==> src/verilog/lucc_defines.svh <==
// Constants of the line unit channel control block
`ifndef LUCC_DEFINES_SVH
`define LUCC_DEFINES_SVH
`define LUCC_AW          16
`define LUCC_ADDR_CTRL   16'h0f00
`define LUCC_ADDR_STAT   16'h0f01
`define LUCC_ADDR_GEN    16'h0f02
`define LUCC_ADDR_SEG0   16'h0f08
`define LUCC_ADDR_SEG7   16'h0f0f
`define LUCC_SEG_NUM     8
`define LUCC_CTRL_RST    8'h00
`define LUCC_BIT_PTYPE   7
`define LUCC_BIT_ROUTE   6
`define LUCC_BIT_RXON    5
`define LUCC_BIT_GEN     0
`define LUCC_EQ_E1       5'h18
`define LUCC_EQ_SH0      5'h08
`define LUCC_EQ_SH_ARB   5'h0d
`define LUCC_EQ_GAIN0    5'h0e
`define LUCC_EQ_GAIN_ARB 5'h13
`define LUCC_EQ_GAIN_LBO 5'h14
`define LUCC_LFSR_W      20
`define LUCC_LFSR_SEED   20'h0_0001
`define LUCC_PRBS_TAPA   14
`define LUCC_PRBS_TAPB   13
`define LUCC_PRBS_MASK   20'h0_7fff
`define LUCC_QRSS_TAPA   19
`define LUCC_QRSS_TAPB   16
`endif

==> src/verilog/lucc_pkg.sv <==
// Types of the line unit channel control block
package lucc_pkg;
    typedef enum logic [1:0] {
        LUCC_LONG  = 2'b00,
        LUCC_SHORT = 2'b01,
        LUCC_GAIN  = 2'b10
    } lucc_haul_e;
    typedef enum logic [1:0] {
        LUCC_S36 = 2'b00,
        LUCC_S45 = 2'b01,
        LUCC_S15 = 2'b10,
        LUCC_S29 = 2'b11
    } lucc_sens_e;
    typedef enum logic [1:0] {
        LUCC_ATTEN = 2'b00,
        LUCC_CABLE = 2'b01,
        LUCC_ARB   = 2'b10,
        LUCC_G703  = 2'b11
    } lucc_kind_e;
    typedef struct packed {
        logic       e1;
        logic       coax;
        lucc_haul_e haul;
        lucc_sens_e sens;
        lucc_kind_e kind;
        logic [2:0] line_build_out;
    } lucc_eq_s;
endpackage

==> src/verilog/lucc_channel_ctrl.sv <==
// Line unit channel control register, pattern generator and decode
//
// The strobed register port was chosen for this implementation.
`timescale 1ns/1ps
`include "lucc_defines.svh"
module lucc_channel_ctrl
    import lucc_pkg::*;
(
    // Clock and reset
    input  wire logic                 i_mclk,
    input  wire logic                 i_rst_b,
    // Register port
    input  wire logic [`LUCC_AW-1:0]  i_addr,
    input  wire logic [7:0]           i_wdata,
    input  wire logic                 i_wr,
    input  wire logic                 i_rd,
    output logic      [7:0]           o_rdata,
    // Transmit data from the framer
    input  wire logic                 i_tx_pos,
    input  wire logic                 i_tx_neg,
    // Line receive pins
    input  wire logic                 i_line_rx_tip,
    input  wire logic                 i_line_rx_ring,
    // Line transmit pins
    output logic                      o_line_tx_tip,
    output logic                      o_line_tx_ring,
    output logic      [7:0]           o_tx_pulse_amp,
    // Receive outputs toward the framer
    output logic                      o_rx_positive_data_out,
    output logic                      o_rx_clock_out,
    output logic                      o_rx_power_down,
    // Equaliser decode
    output logic                      o_e1_mode,
    output logic                      o_coax,
    output lucc_haul_e                o_haul,
    output lucc_sens_e                o_rx_sens,
    output lucc_kind_e                o_lbo_kind,
    output logic      [2:0]           o_line_build_out
);

    function automatic lucc_eq_s eq_decode(input logic [4:0] c);
        lucc_eq_s d;
        d = '0;
        if (c >= `LUCC_EQ_E1) begin
            d.e1   = 1'b1;
            d.coax = ~c[0];
            d.kind = LUCC_G703;
            d.sens = lucc_sens_e'(c[2:1]);
            d.haul = (c[2:1] == 2'b11) ? LUCC_GAIN :
                     (c[2:1] == 2'b10) ? LUCC_SHORT : LUCC_LONG;
        end else if (c < `LUCC_EQ_SH0) begin
            d.haul = LUCC_LONG;
            d.sens = c[2] ? LUCC_S45 : LUCC_S36;
            d.kind = LUCC_ATTEN;
            d.line_build_out  = {1'b0, c[1:0]};
        end else if (c < `LUCC_EQ_GAIN0) begin
            d.haul = LUCC_SHORT;
            d.sens = LUCC_S15;
            d.kind = (c == `LUCC_EQ_SH_ARB) ? LUCC_ARB : LUCC_CABLE;
            d.line_build_out  = (c == `LUCC_EQ_SH_ARB) ? 3'h0 :
                     3'(c - `LUCC_EQ_SH0);
        end else begin
            d.haul = LUCC_GAIN;
            d.sens = LUCC_S29;
            if (c >= `LUCC_EQ_GAIN_LBO) begin
                d.kind = LUCC_ATTEN;
                d.line_build_out  = 3'(c - `LUCC_EQ_GAIN_LBO);
            end else if (c == `LUCC_EQ_GAIN_ARB) begin
                d.kind = LUCC_ARB;
            end else begin
                d.kind = LUCC_CABLE;
                d.line_build_out  = 3'(c - `LUCC_EQ_GAIN0);
            end
        end
        return d;
    endfunction

    // Registers
    logic [7:0]  ctrl_reg, ctrl_next;
    logic        gen_reg, gen_next;
    logic [7:0]  seg_reg [`LUCC_SEG_NUM];
    logic [7:0]  seg_next [`LUCC_SEG_NUM];
    logic [7:0]  rdata_next;
    logic        seg_hit;
    logic [2:0]  seg_idx;
    lucc_eq_s    eq;

    assign seg_hit = (i_addr >= `LUCC_ADDR_SEG0) &&
                     (i_addr <= `LUCC_ADDR_SEG7);
    assign seg_idx = i_addr[2:0];
    assign eq      = eq_decode(ctrl_reg[4:0]);

    always_comb begin
        ctrl_next  = ctrl_reg;
        gen_next   = gen_reg;
        seg_next   = seg_reg;
        rdata_next = 8'h00;
        if (i_wr) begin
            if (i_addr == `LUCC_ADDR_CTRL) begin
                ctrl_next = i_wdata;
            end
            if (i_addr == `LUCC_ADDR_GEN) begin
                gen_next = i_wdata[`LUCC_BIT_GEN];
            end
            if (seg_hit) begin
                seg_next[seg_idx] = i_wdata;
            end
        end
        if (i_rd) begin
            if (i_addr == `LUCC_ADDR_CTRL) begin
                rdata_next = ctrl_reg;
            end else if (i_addr == `LUCC_ADDR_STAT) begin
                rdata_next = {eq.e1, eq.coax, eq.haul, eq.sens,
                              eq.kind};
            end else if (i_addr == `LUCC_ADDR_GEN) begin
                rdata_next = {7'h00, gen_reg};
            end else if (seg_hit) begin
                rdata_next = seg_reg[seg_idx];
            end
        end
    end

    always_ff @(posedge i_mclk or negedge i_rst_b) begin
        if (!i_rst_b) begin
            ctrl_reg <= `LUCC_CTRL_RST;
            gen_reg  <= 1'b0;
            seg_reg  <= '{default: 8'h00};
            o_rdata  <= 8'h00;
        end else begin
            ctrl_reg <= ctrl_next;
            gen_reg  <= gen_next;
            seg_reg  <= seg_next;
            o_rdata  <= rdata_next;
        end
    end

    // Pattern generator, one bit per two clocks
    logic                    bit_en_reg, bit_en_next;
    logic [`LUCC_LFSR_W-1:0] lfsr_reg, lfsr_next;
    logic [`LUCC_LFSR_W-1:0] lfsr_act;
    logic                    fb;
    logic                    qrss;
    logic                    pat_bit;
    logic                    mark_pol_reg, mark_pol_next;

    assign qrss     = ctrl_reg[`LUCC_BIT_PTYPE];
    assign lfsr_act = qrss ? lfsr_reg : (lfsr_reg & `LUCC_PRBS_MASK);
    assign pat_bit  = qrss ? lfsr_reg[`LUCC_QRSS_TAPA] :
                             lfsr_reg[`LUCC_PRBS_TAPA];

    always_comb begin
        bit_en_next   = ~bit_en_reg;
        mark_pol_next = mark_pol_reg;
        lfsr_next     = lfsr_reg;
        fb = qrss ? (lfsr_reg[`LUCC_QRSS_TAPA] ^
                     lfsr_reg[`LUCC_QRSS_TAPB]) :
                    (lfsr_reg[`LUCC_PRBS_TAPA] ^
                     lfsr_reg[`LUCC_PRBS_TAPB]);
        if (bit_en_reg) begin
            if (lfsr_act == '0) begin
                lfsr_next = `LUCC_LFSR_SEED;
            end else begin
                lfsr_next = {lfsr_act[`LUCC_LFSR_W-2:0], fb};
            end
            if (pat_bit) begin
                mark_pol_next = ~mark_pol_reg;
            end
        end
    end

    always_ff @(posedge i_mclk or negedge i_rst_b) begin
        if (!i_rst_b) begin
            bit_en_reg   <= 1'b0;
            lfsr_reg     <= `LUCC_LFSR_SEED;
            mark_pol_reg <= 1'b0;
        end else begin
            bit_en_reg   <= bit_en_next;
            lfsr_reg     <= lfsr_next;
            mark_pol_reg <= mark_pol_next;
        end
    end

    // Line receive pins pass two flip-flops
    logic [1:0] rx_meta_reg, rx_sync_reg;
    always_ff @(posedge i_mclk or negedge i_rst_b) begin
        if (!i_rst_b) begin
            rx_meta_reg <= 2'b00;
            rx_sync_reg <= 2'b00;
        end else begin
            rx_meta_reg <= {i_line_rx_tip, i_line_rx_ring};
            rx_sync_reg <= rx_meta_reg;
        end
    end

    // Output steering
    logic       rx_on;
    logic       to_rx;
    logic       to_tx;
    logic       tip_next, ring_next, rx_positive_data_out_next, rclk_next, pd_next;
    logic [7:0] amp_next;
    logic [2:0] seg_cnt_reg, seg_cnt_next;

    assign rx_on = ctrl_reg[`LUCC_BIT_RXON];
    assign to_rx = gen_reg && ctrl_reg[`LUCC_BIT_ROUTE];
    assign to_tx = gen_reg && !ctrl_reg[`LUCC_BIT_ROUTE];

    always_comb begin
        seg_cnt_next = seg_cnt_reg + 3'h1;
        pd_next      = !rx_on;
        if (to_tx) begin
            tip_next  = pat_bit && !mark_pol_reg;
            ring_next = pat_bit && mark_pol_reg;
        end else begin
            tip_next  = i_tx_pos;
            ring_next = i_tx_neg;
        end
        if (to_rx) begin
            rx_positive_data_out_next = pat_bit;
            rclk_next = bit_en_reg;
        end else if (rx_on) begin
            rx_positive_data_out_next = rx_sync_reg[1];
            rclk_next = bit_en_reg;
        end else begin
            rx_positive_data_out_next = 1'b0;
            rclk_next = 1'b0;
        end
        if (eq.kind == LUCC_ARB) begin
            amp_next = seg_reg[seg_cnt_reg];
        end else begin
            amp_next = 8'h00;
        end
    end

    always_ff @(posedge i_mclk or negedge i_rst_b) begin
        if (!i_rst_b) begin
            seg_cnt_reg            <= 3'h0;
            o_line_tx_tip          <= 1'b0;
            o_line_tx_ring         <= 1'b0;
            o_tx_pulse_amp         <= 8'h00;
            o_rx_positive_data_out <= 1'b0;
            o_rx_clock_out         <= 1'b0;
            o_rx_power_down        <= 1'b1;
        end else begin
            seg_cnt_reg            <= seg_cnt_next;
            o_line_tx_tip          <= tip_next;
            o_line_tx_ring         <= ring_next;
            o_tx_pulse_amp         <= amp_next;
            o_rx_positive_data_out <= rx_positive_data_out_next;
            o_rx_clock_out         <= rclk_next;
            o_rx_power_down        <= pd_next;
        end
    end

    // Equaliser decode outputs
    always_ff @(posedge i_mclk or negedge i_rst_b) begin
        if (!i_rst_b) begin
            o_e1_mode        <= 1'b0;
            o_coax           <= 1'b0;
            o_haul           <= LUCC_LONG;
            o_rx_sens        <= LUCC_S36;
            o_lbo_kind       <= LUCC_ATTEN;
            o_line_build_out <= 3'h0;
        end else begin
            o_e1_mode        <= eq.e1;
            o_coax           <= eq.coax;
            o_haul           <= eq.haul;
            o_rx_sens        <= eq.sens;
            o_lbo_kind       <= eq.kind;
            o_line_build_out <= eq.line_build_out;
        end
    end
endmodule

==> config.mk <==
export PLATFORM = sky130hd
export DESIGN_NAME = lucc_channel_ctrl
export DESIGN_NICKNAME = d
export VERILOG_FILES = /design/src/verilog/lucc_pkg.sv /design/src/verilog/lucc_channel_ctrl.sv
export VERILOG_INCLUDE_DIRS = /design/src /design/src/verilog
export SDC_FILE = /design/constraint.sdc
export NUM_CORES = 1
export LEC_CHECK = 0
export BUFFER_PORTS_ARGS = -buffer_cell sky130_fd_sc_hd__buf_4
export CAP_MARGIN = 20
export CORE_MARGIN = 3
export CORE_UTILIZATION = 50
export DETAILED_ROUTE_END_ITERATION = 8
export PLACE_DENSITY = 0.71
export SLEW_MARGIN = 5
export SYNTH_ARGS = -nofsm -noshare
export SYNTH_HDL_FRONTEND = slang
export SYNTH_SLANG_ARGS = --single-unit
export TNS_END_PERCENT = 20
==> constraint.sdc <==
create_clock -name i_mclk -period 4.45 [get_ports i_mclk]
set_input_delay 0.445 -clock i_mclk [delete_from_list [all_inputs] [get_ports i_mclk]]
set_output_delay 0.445 -clock i_mclk [all_outputs]
set_load 0.03 [all_outputs]
* Word level (Yosys, flattened, before mapping)
Cells that the tools add are included.
** Storage, ports and cells
- Register bits :: 134
- Input bits :: 32
- Output and inout bits :: 32
- Word-level logic and storage cells :: 109
** Cells by class
- $add $sub $neg :: 4
- Magnitude comparators :: 9
- Eq/ne operators :: 8
- Muxes and demuxes :: 38
- Bitwise operators :: 7
- Reductions and logical operators :: 14
** Operators by type and width (count)
- 8-bit 2-to-1 mux :: 11
- 64-bit bitwise mux :: 1
- 8-bit binary-select mux with 3-bit select :: 2
- 16-bit by 12-bit equality test with 1-bit output (second input constant) :: 3
- 20-bit 2-to-1 mux :: 2
- 8-bit demux with 3-bit select :: 1
- 20-bit zero test :: 1
- 9-bit 2-to-1 mux :: 2
- 16-bit by 12-bit greater-or-equal comparator with 1-bit output (second input constant) :: 1
- 16-bit by 12-bit less-or-equal comparator with 1-bit output (second input constant) :: 1
- 5-bit greater-or-equal comparator (second input constant) :: 2
- 5-bit by 4-bit < comparator with 1-bit output (second input constant) :: 2
- 1-bit 2-to-1 mux :: 10
- 3-bit 2-to-1 mux :: 3
- 4-bit greater-or-equal comparator (second input constant) :: 2
- 2-bit 2-to-1 mux :: 4
- 3-bit inverter with 4-bit output :: 2
- 2-bit AND reduction :: 4
- 2-bit equality test (second input constant) :: 3
- 1-bit logical AND :: 6
- 6-bit 2-to-1 mux :: 1
- 3-bit subtractor (second input constant) :: 2
- 5-bit by 4-bit equality test with 1-bit output (second input constant) :: 1
- 5-bit equality test (second input constant) :: 1
- other kinds (7) :: 12

* Logic depth before layout (Yosys ltp)
- Depth after elaboration :: 9
- Gate-level depth with buffers :: 6
- Mapped depth without buffers :: 6

* Least setup slack after synthesis
No wires, ideal clock.
- Path type :: input port to flip-flop
- Start point :: input i_addr[15]
- End point :: register o_rdata[4]
- Library setup time :: 123 ps
- Arrival :: 2230 ps
- Required time :: 4327 ps
- Path slack :: 2097 ps
- Stages :: 6
- Path buffers :: 2
- Cell sequence :: or4_4 > or4_4 > buf_6 > or2_0 > clkbuf_2 > o221a_2
** On the way
- Longest elaborated chain between the ends :: 7
- Elaborated cells on any way between the ends :: 11
- Classes of those cells :: order compare (2); eq/ne (3); mux (5); reduce/logical (1)
** RTL lines
- from (decl) :: RTL line lucc_channel_ctrl.sv:13 : input wire logic [`LUCC_AW-1:0] i_addr,
- 16-bit by 12-bit greater-or-equal comparator with 1-bit output (no source line) / 16-bit by 12-bit less-or-equal comparator with 1-bit output (equally long branches)
- 1-bit logical AND :: RTL line lucc_channel_ctrl.sv:88 : assign seg_hit = (i_addr >= `LUCC_ADDR_SEG0) &&
- 8-bit 2-to-1 mux :: RTL line lucc_channel_ctrl.sv:117 : end else if (seg_hit) begin
- 8-bit 2-to-1 mux :: RTL line lucc_channel_ctrl.sv:115 : end else if (i_addr == `LUCC_ADDR_GEN) begin
- 8-bit 2-to-1 mux :: RTL line lucc_channel_ctrl.sv:112 : end else if (i_addr == `LUCC_ADDR_STAT) begin
- 8-bit 2-to-1 mux (*) :: RTL line lucc_channel_ctrl.sv:110 : if (i_addr == `LUCC_ADDR_CTRL) begin
- 8-bit 2-to-1 mux (*) :: RTL line lucc_channel_ctrl.sv:109 : if (i_rd) begin
- via rdata_next[4] :: RTL line lucc_channel_ctrl.sv:83 : logic [7:0] rdata_next;
- to (signal assigned) :: RTL line lucc_channel_ctrl.sv:133 : o_rdata <= rdata_next;
- to (decl) :: RTL line lucc_channel_ctrl.sv:17 : output logic [7:0] o_rdata,
Mark *: on every way through the listed nets, which the timed path passes. The rest lies on a longest branch.
A chain may end at the register's enable or synchronous reset.

* Final worst setup path
- Start point :: input i_addr[15]
- End point :: register seg_reg[8] in the netlist's numbering
** On the way
- Longest elaborated chain between the ends :: 3
- Elaborated cells on any way between the ends :: 4
- Classes of those cells :: order compare (2); reduce/logical (2)
** RTL lines
- 16-bit by 12-bit greater-or-equal comparator with 1-bit output (no source line) / 16-bit by 12-bit less-or-equal comparator with 1-bit output (equally long branches)
- 1-bit logical AND (*) :: RTL line lucc_channel_ctrl.sv:88
- 2-bit AND reduction (no source line) (*)
- to (signal assigned) :: RTL line lucc_channel_ctrl.sv:132 : seg_reg <= seg_next;
- to (decl) :: RTL line lucc_channel_ctrl.sv:81 : logic [7:0] seg_reg [`LUCC_SEG_NUM];
Every way passes the cells marked *; elsewhere a longest branch is shown, timed or not.

==> impl_metrics.yaml <==
synthesis:
  synth-seq-cells: 132
  synth_area_leaders: "dfrtp_1 (52%), mux2_2 (16%), mux4_2 (11%), mux2i_1 (2.9%), inv_1 (1.3%)"
  yosysTopAreaCell: "dfrtp_1"
  synthFlopType: "dfrtp_1"
  synth.avg_cell_area_um2: 14.02
  yosys_warnings: 0
  yosysTopAreaCellShare_pct: 51.79
  syn_inst: 448
  syn_nets: 484
  synth_edf_count: 0
  yosysSeqAreaShare_pct: 52.63
  synth_commonest_cells: "dfrtp_1 (130), mux2_2 (90), mux4_2 (32)"
  netlist_area_mm2: 0.006281
  async_flop_share_pct: 100.0
  yosysUniqueCellTypes: 47
  synth.most_common_cell: "dfrtp_1"
timing:
  whs_ps: 117.2
  final_hold_viol_count: 0
  min_period_ps: 2730
  clock.fmax_mhz: 366.3
  clock-skew-final_ps: 6.939
  slew_headroom_pct: 36.58
  tns_ps: 0
  report.final.slew_viol_count: 0
  worstMarginPinSlew_ps: 946.1
  finalCritPeriodShare_pct: 61.35
  rsz0062_at_grt: "false"
  fin_ws_ps: 1720
  setup-violations-final: 0
final_layout:
  area_growth_pct: 18.92
  finalNetCount: 545
  largest_reg_flops: 64
  diodes: 0
  final_util_pct: 61.42
  drive_gt1_share_pct: 45.21
run_status:
  status: "complete, no violations"
routing:
  met3_length_um: 778
  drt_iter0_drc: 250
  vias: 3989
  top_layer_used: "met4"
  drc: 0
  vias_per_cell: 5.781
  wl_mm: 13.37
  dr_wl_met2_mm: 6.291
  drtPass1Iterations: 4
  routedWlPerCell_um: 19.38
  wl_met1_mm: 6.149
  ant_nets: 0
die:
  die_y_um: 118.1
  fp.dieArea_mm2: 0.01394
  design.portCount: 64
  die_x_um: 118.1
  coreArea_mm2: 0.01216
  start_util_pct: 51.65
  rows: 40
critical_path:
  path_class: "primary input to flip-flop"
  r2r_end: "o_tx_pulse_amp[7]$_DFF_PN0_"
  cp-end-kind: "flip-flop"
  startpoint_type: "primary input"
  r2r_slack_ps: 2330
  worst_ep_required_time_ps: 4740
  cp.arrival_ps: 3020
  ff2ff_path_depth: 6
  cp_max_fo: 8
  timing.rr.start: "ctrl_reg[1]$_DFFE_PN0P_"
place:
  dp_slack_ps: 1389
  hpwl_mm: 8.963
  place_congestion: 0.8925
  portBuffers: 62
clocking:
  cts_hold_buffers: 0
  clk-insertion-delay-late_ps: 410
  cts_tree: "built"
  cts_max_level: 4
  post_cts_resized: 0
  root_buffer: "clkbuf_16"
  clk_pin_slew_ps: 50
  clock_path_buffers: 2
  cts-buffers-inserted: 17
  clock-sinks: 132
  cts_setup_buffers: 0
job:
  drv_cap: 0
power:
  peakVddDrop_uv: 247.0
  leakage_nw: 3.507
  powerDensity_mw_per_mm2: 360.5
global_routing:
  grt.overflow.total: 0
  grtUsageTotal_pct: 20.33
  antenna_found_initial: 0
  grt_max_degree: 64
  first_global_vias: 4187
  grt_pass1_wl_mm: 21.94
worst_hold_path:
  hp-class: "primary input to async pin"
-- how the worst max path moves through the flow --
| stage | start | to | slack, ps | depth (start not counted) |
|---|---|---|---|---|
| 5_1_grt | i_addr[15] | seg_reg[12]$_DFFE_PN0P_ | 1640 | 5 |
| 4_1_cts | i_addr[15] | seg_reg[12]$_DFFE_PN0P_ | 1820 | 5 |
| 3_5_place_dp | i_addr[15] | seg_reg[12]$_DFFE_PN0P_ | 1390 | 5 |
| 3_3_place_gp | i_addr[7] | seg_reg[13]$_DFFE_PN0P_ | 1470 | 5 |
| 6_report | i_addr[15] | seg_reg[8]$_DFFE_PN0P_ | 1720 | 5 |
| 2_1_floorplan | i_addr[15] | o_rdata[4]$_DFF_PN0_ | 2100 | 6 |
-- cell families after synthesis --
| group | synth area share, % |
|---|---|
| buffers and inverters | 3.247 |
| XOR/XNOR | 0.5579 |
| AO/OA/AOI/OAI | 4.183 |
| adder cells (fa/ha/maj) | 0.7968 |
| multiplexers | 30.48 |
| flip-flops | 52.63 |
| AND/OR/NAND/NOR | 8.108 |
-- per-layer routing --
layer	GRT usage, %	vias to the layer above
li1	-	1814
met5	0	-
met3	6.343	15
met4	6.154	0
met2	31.55	119
met1	27.66	2041
-- cells in the final DEF, fill, tap and decap left out, drive strengths merged, types with 6 or more instances in the layout --
master / count
nand4: 7
mux2: 90
nand3: 7
nand2: 9
buf: 66
o221a: 7
nand2b: 6
or4: 6
mux4: 32
nor2: 21
o21ai: 9
inv: 22
nor4: 8
clkbuf: 19
o22ai: 7
dfrtp: 130
nor3: 7
mux2i: 18
-- through the flow --
stage | instances | total power [mW] | area, µm²
floorplan | 448 | 1.255 | 6281
global placement | 657 | 1.315 | 6854
detailed placement | 657 | 1.318 | 6854
CTS | 689 | 2.726 | 7455
global route | 690 | 2.795 | 7470
finish | 690 | 2.693 | 7470
-- worst max-delay path: stages --
cell and delay (ps):
buf_4 110, nor4_1 790, nand4_1 440, nor3_2 820, mux2_2 420
-- final cells by class --
type                            instances  area, µm²
Clock buffer                           19      442.9
Clock inverter                         13      157.7
Fill cell                             960       4692
Inverter                               21      78.83
Multi-Input combinational cell        271       2771
Sequential cell                       132       3306
Tap cell                              168      210.2
Timing Repair Buffer                   66      503.0
-- power breakdown --
part	internal (mW)	switching, mW
clock network	0.892	0.506
registers	1.20	0.000892
logic	0.0304	0.0602
(Power assumes the default switching activity.)
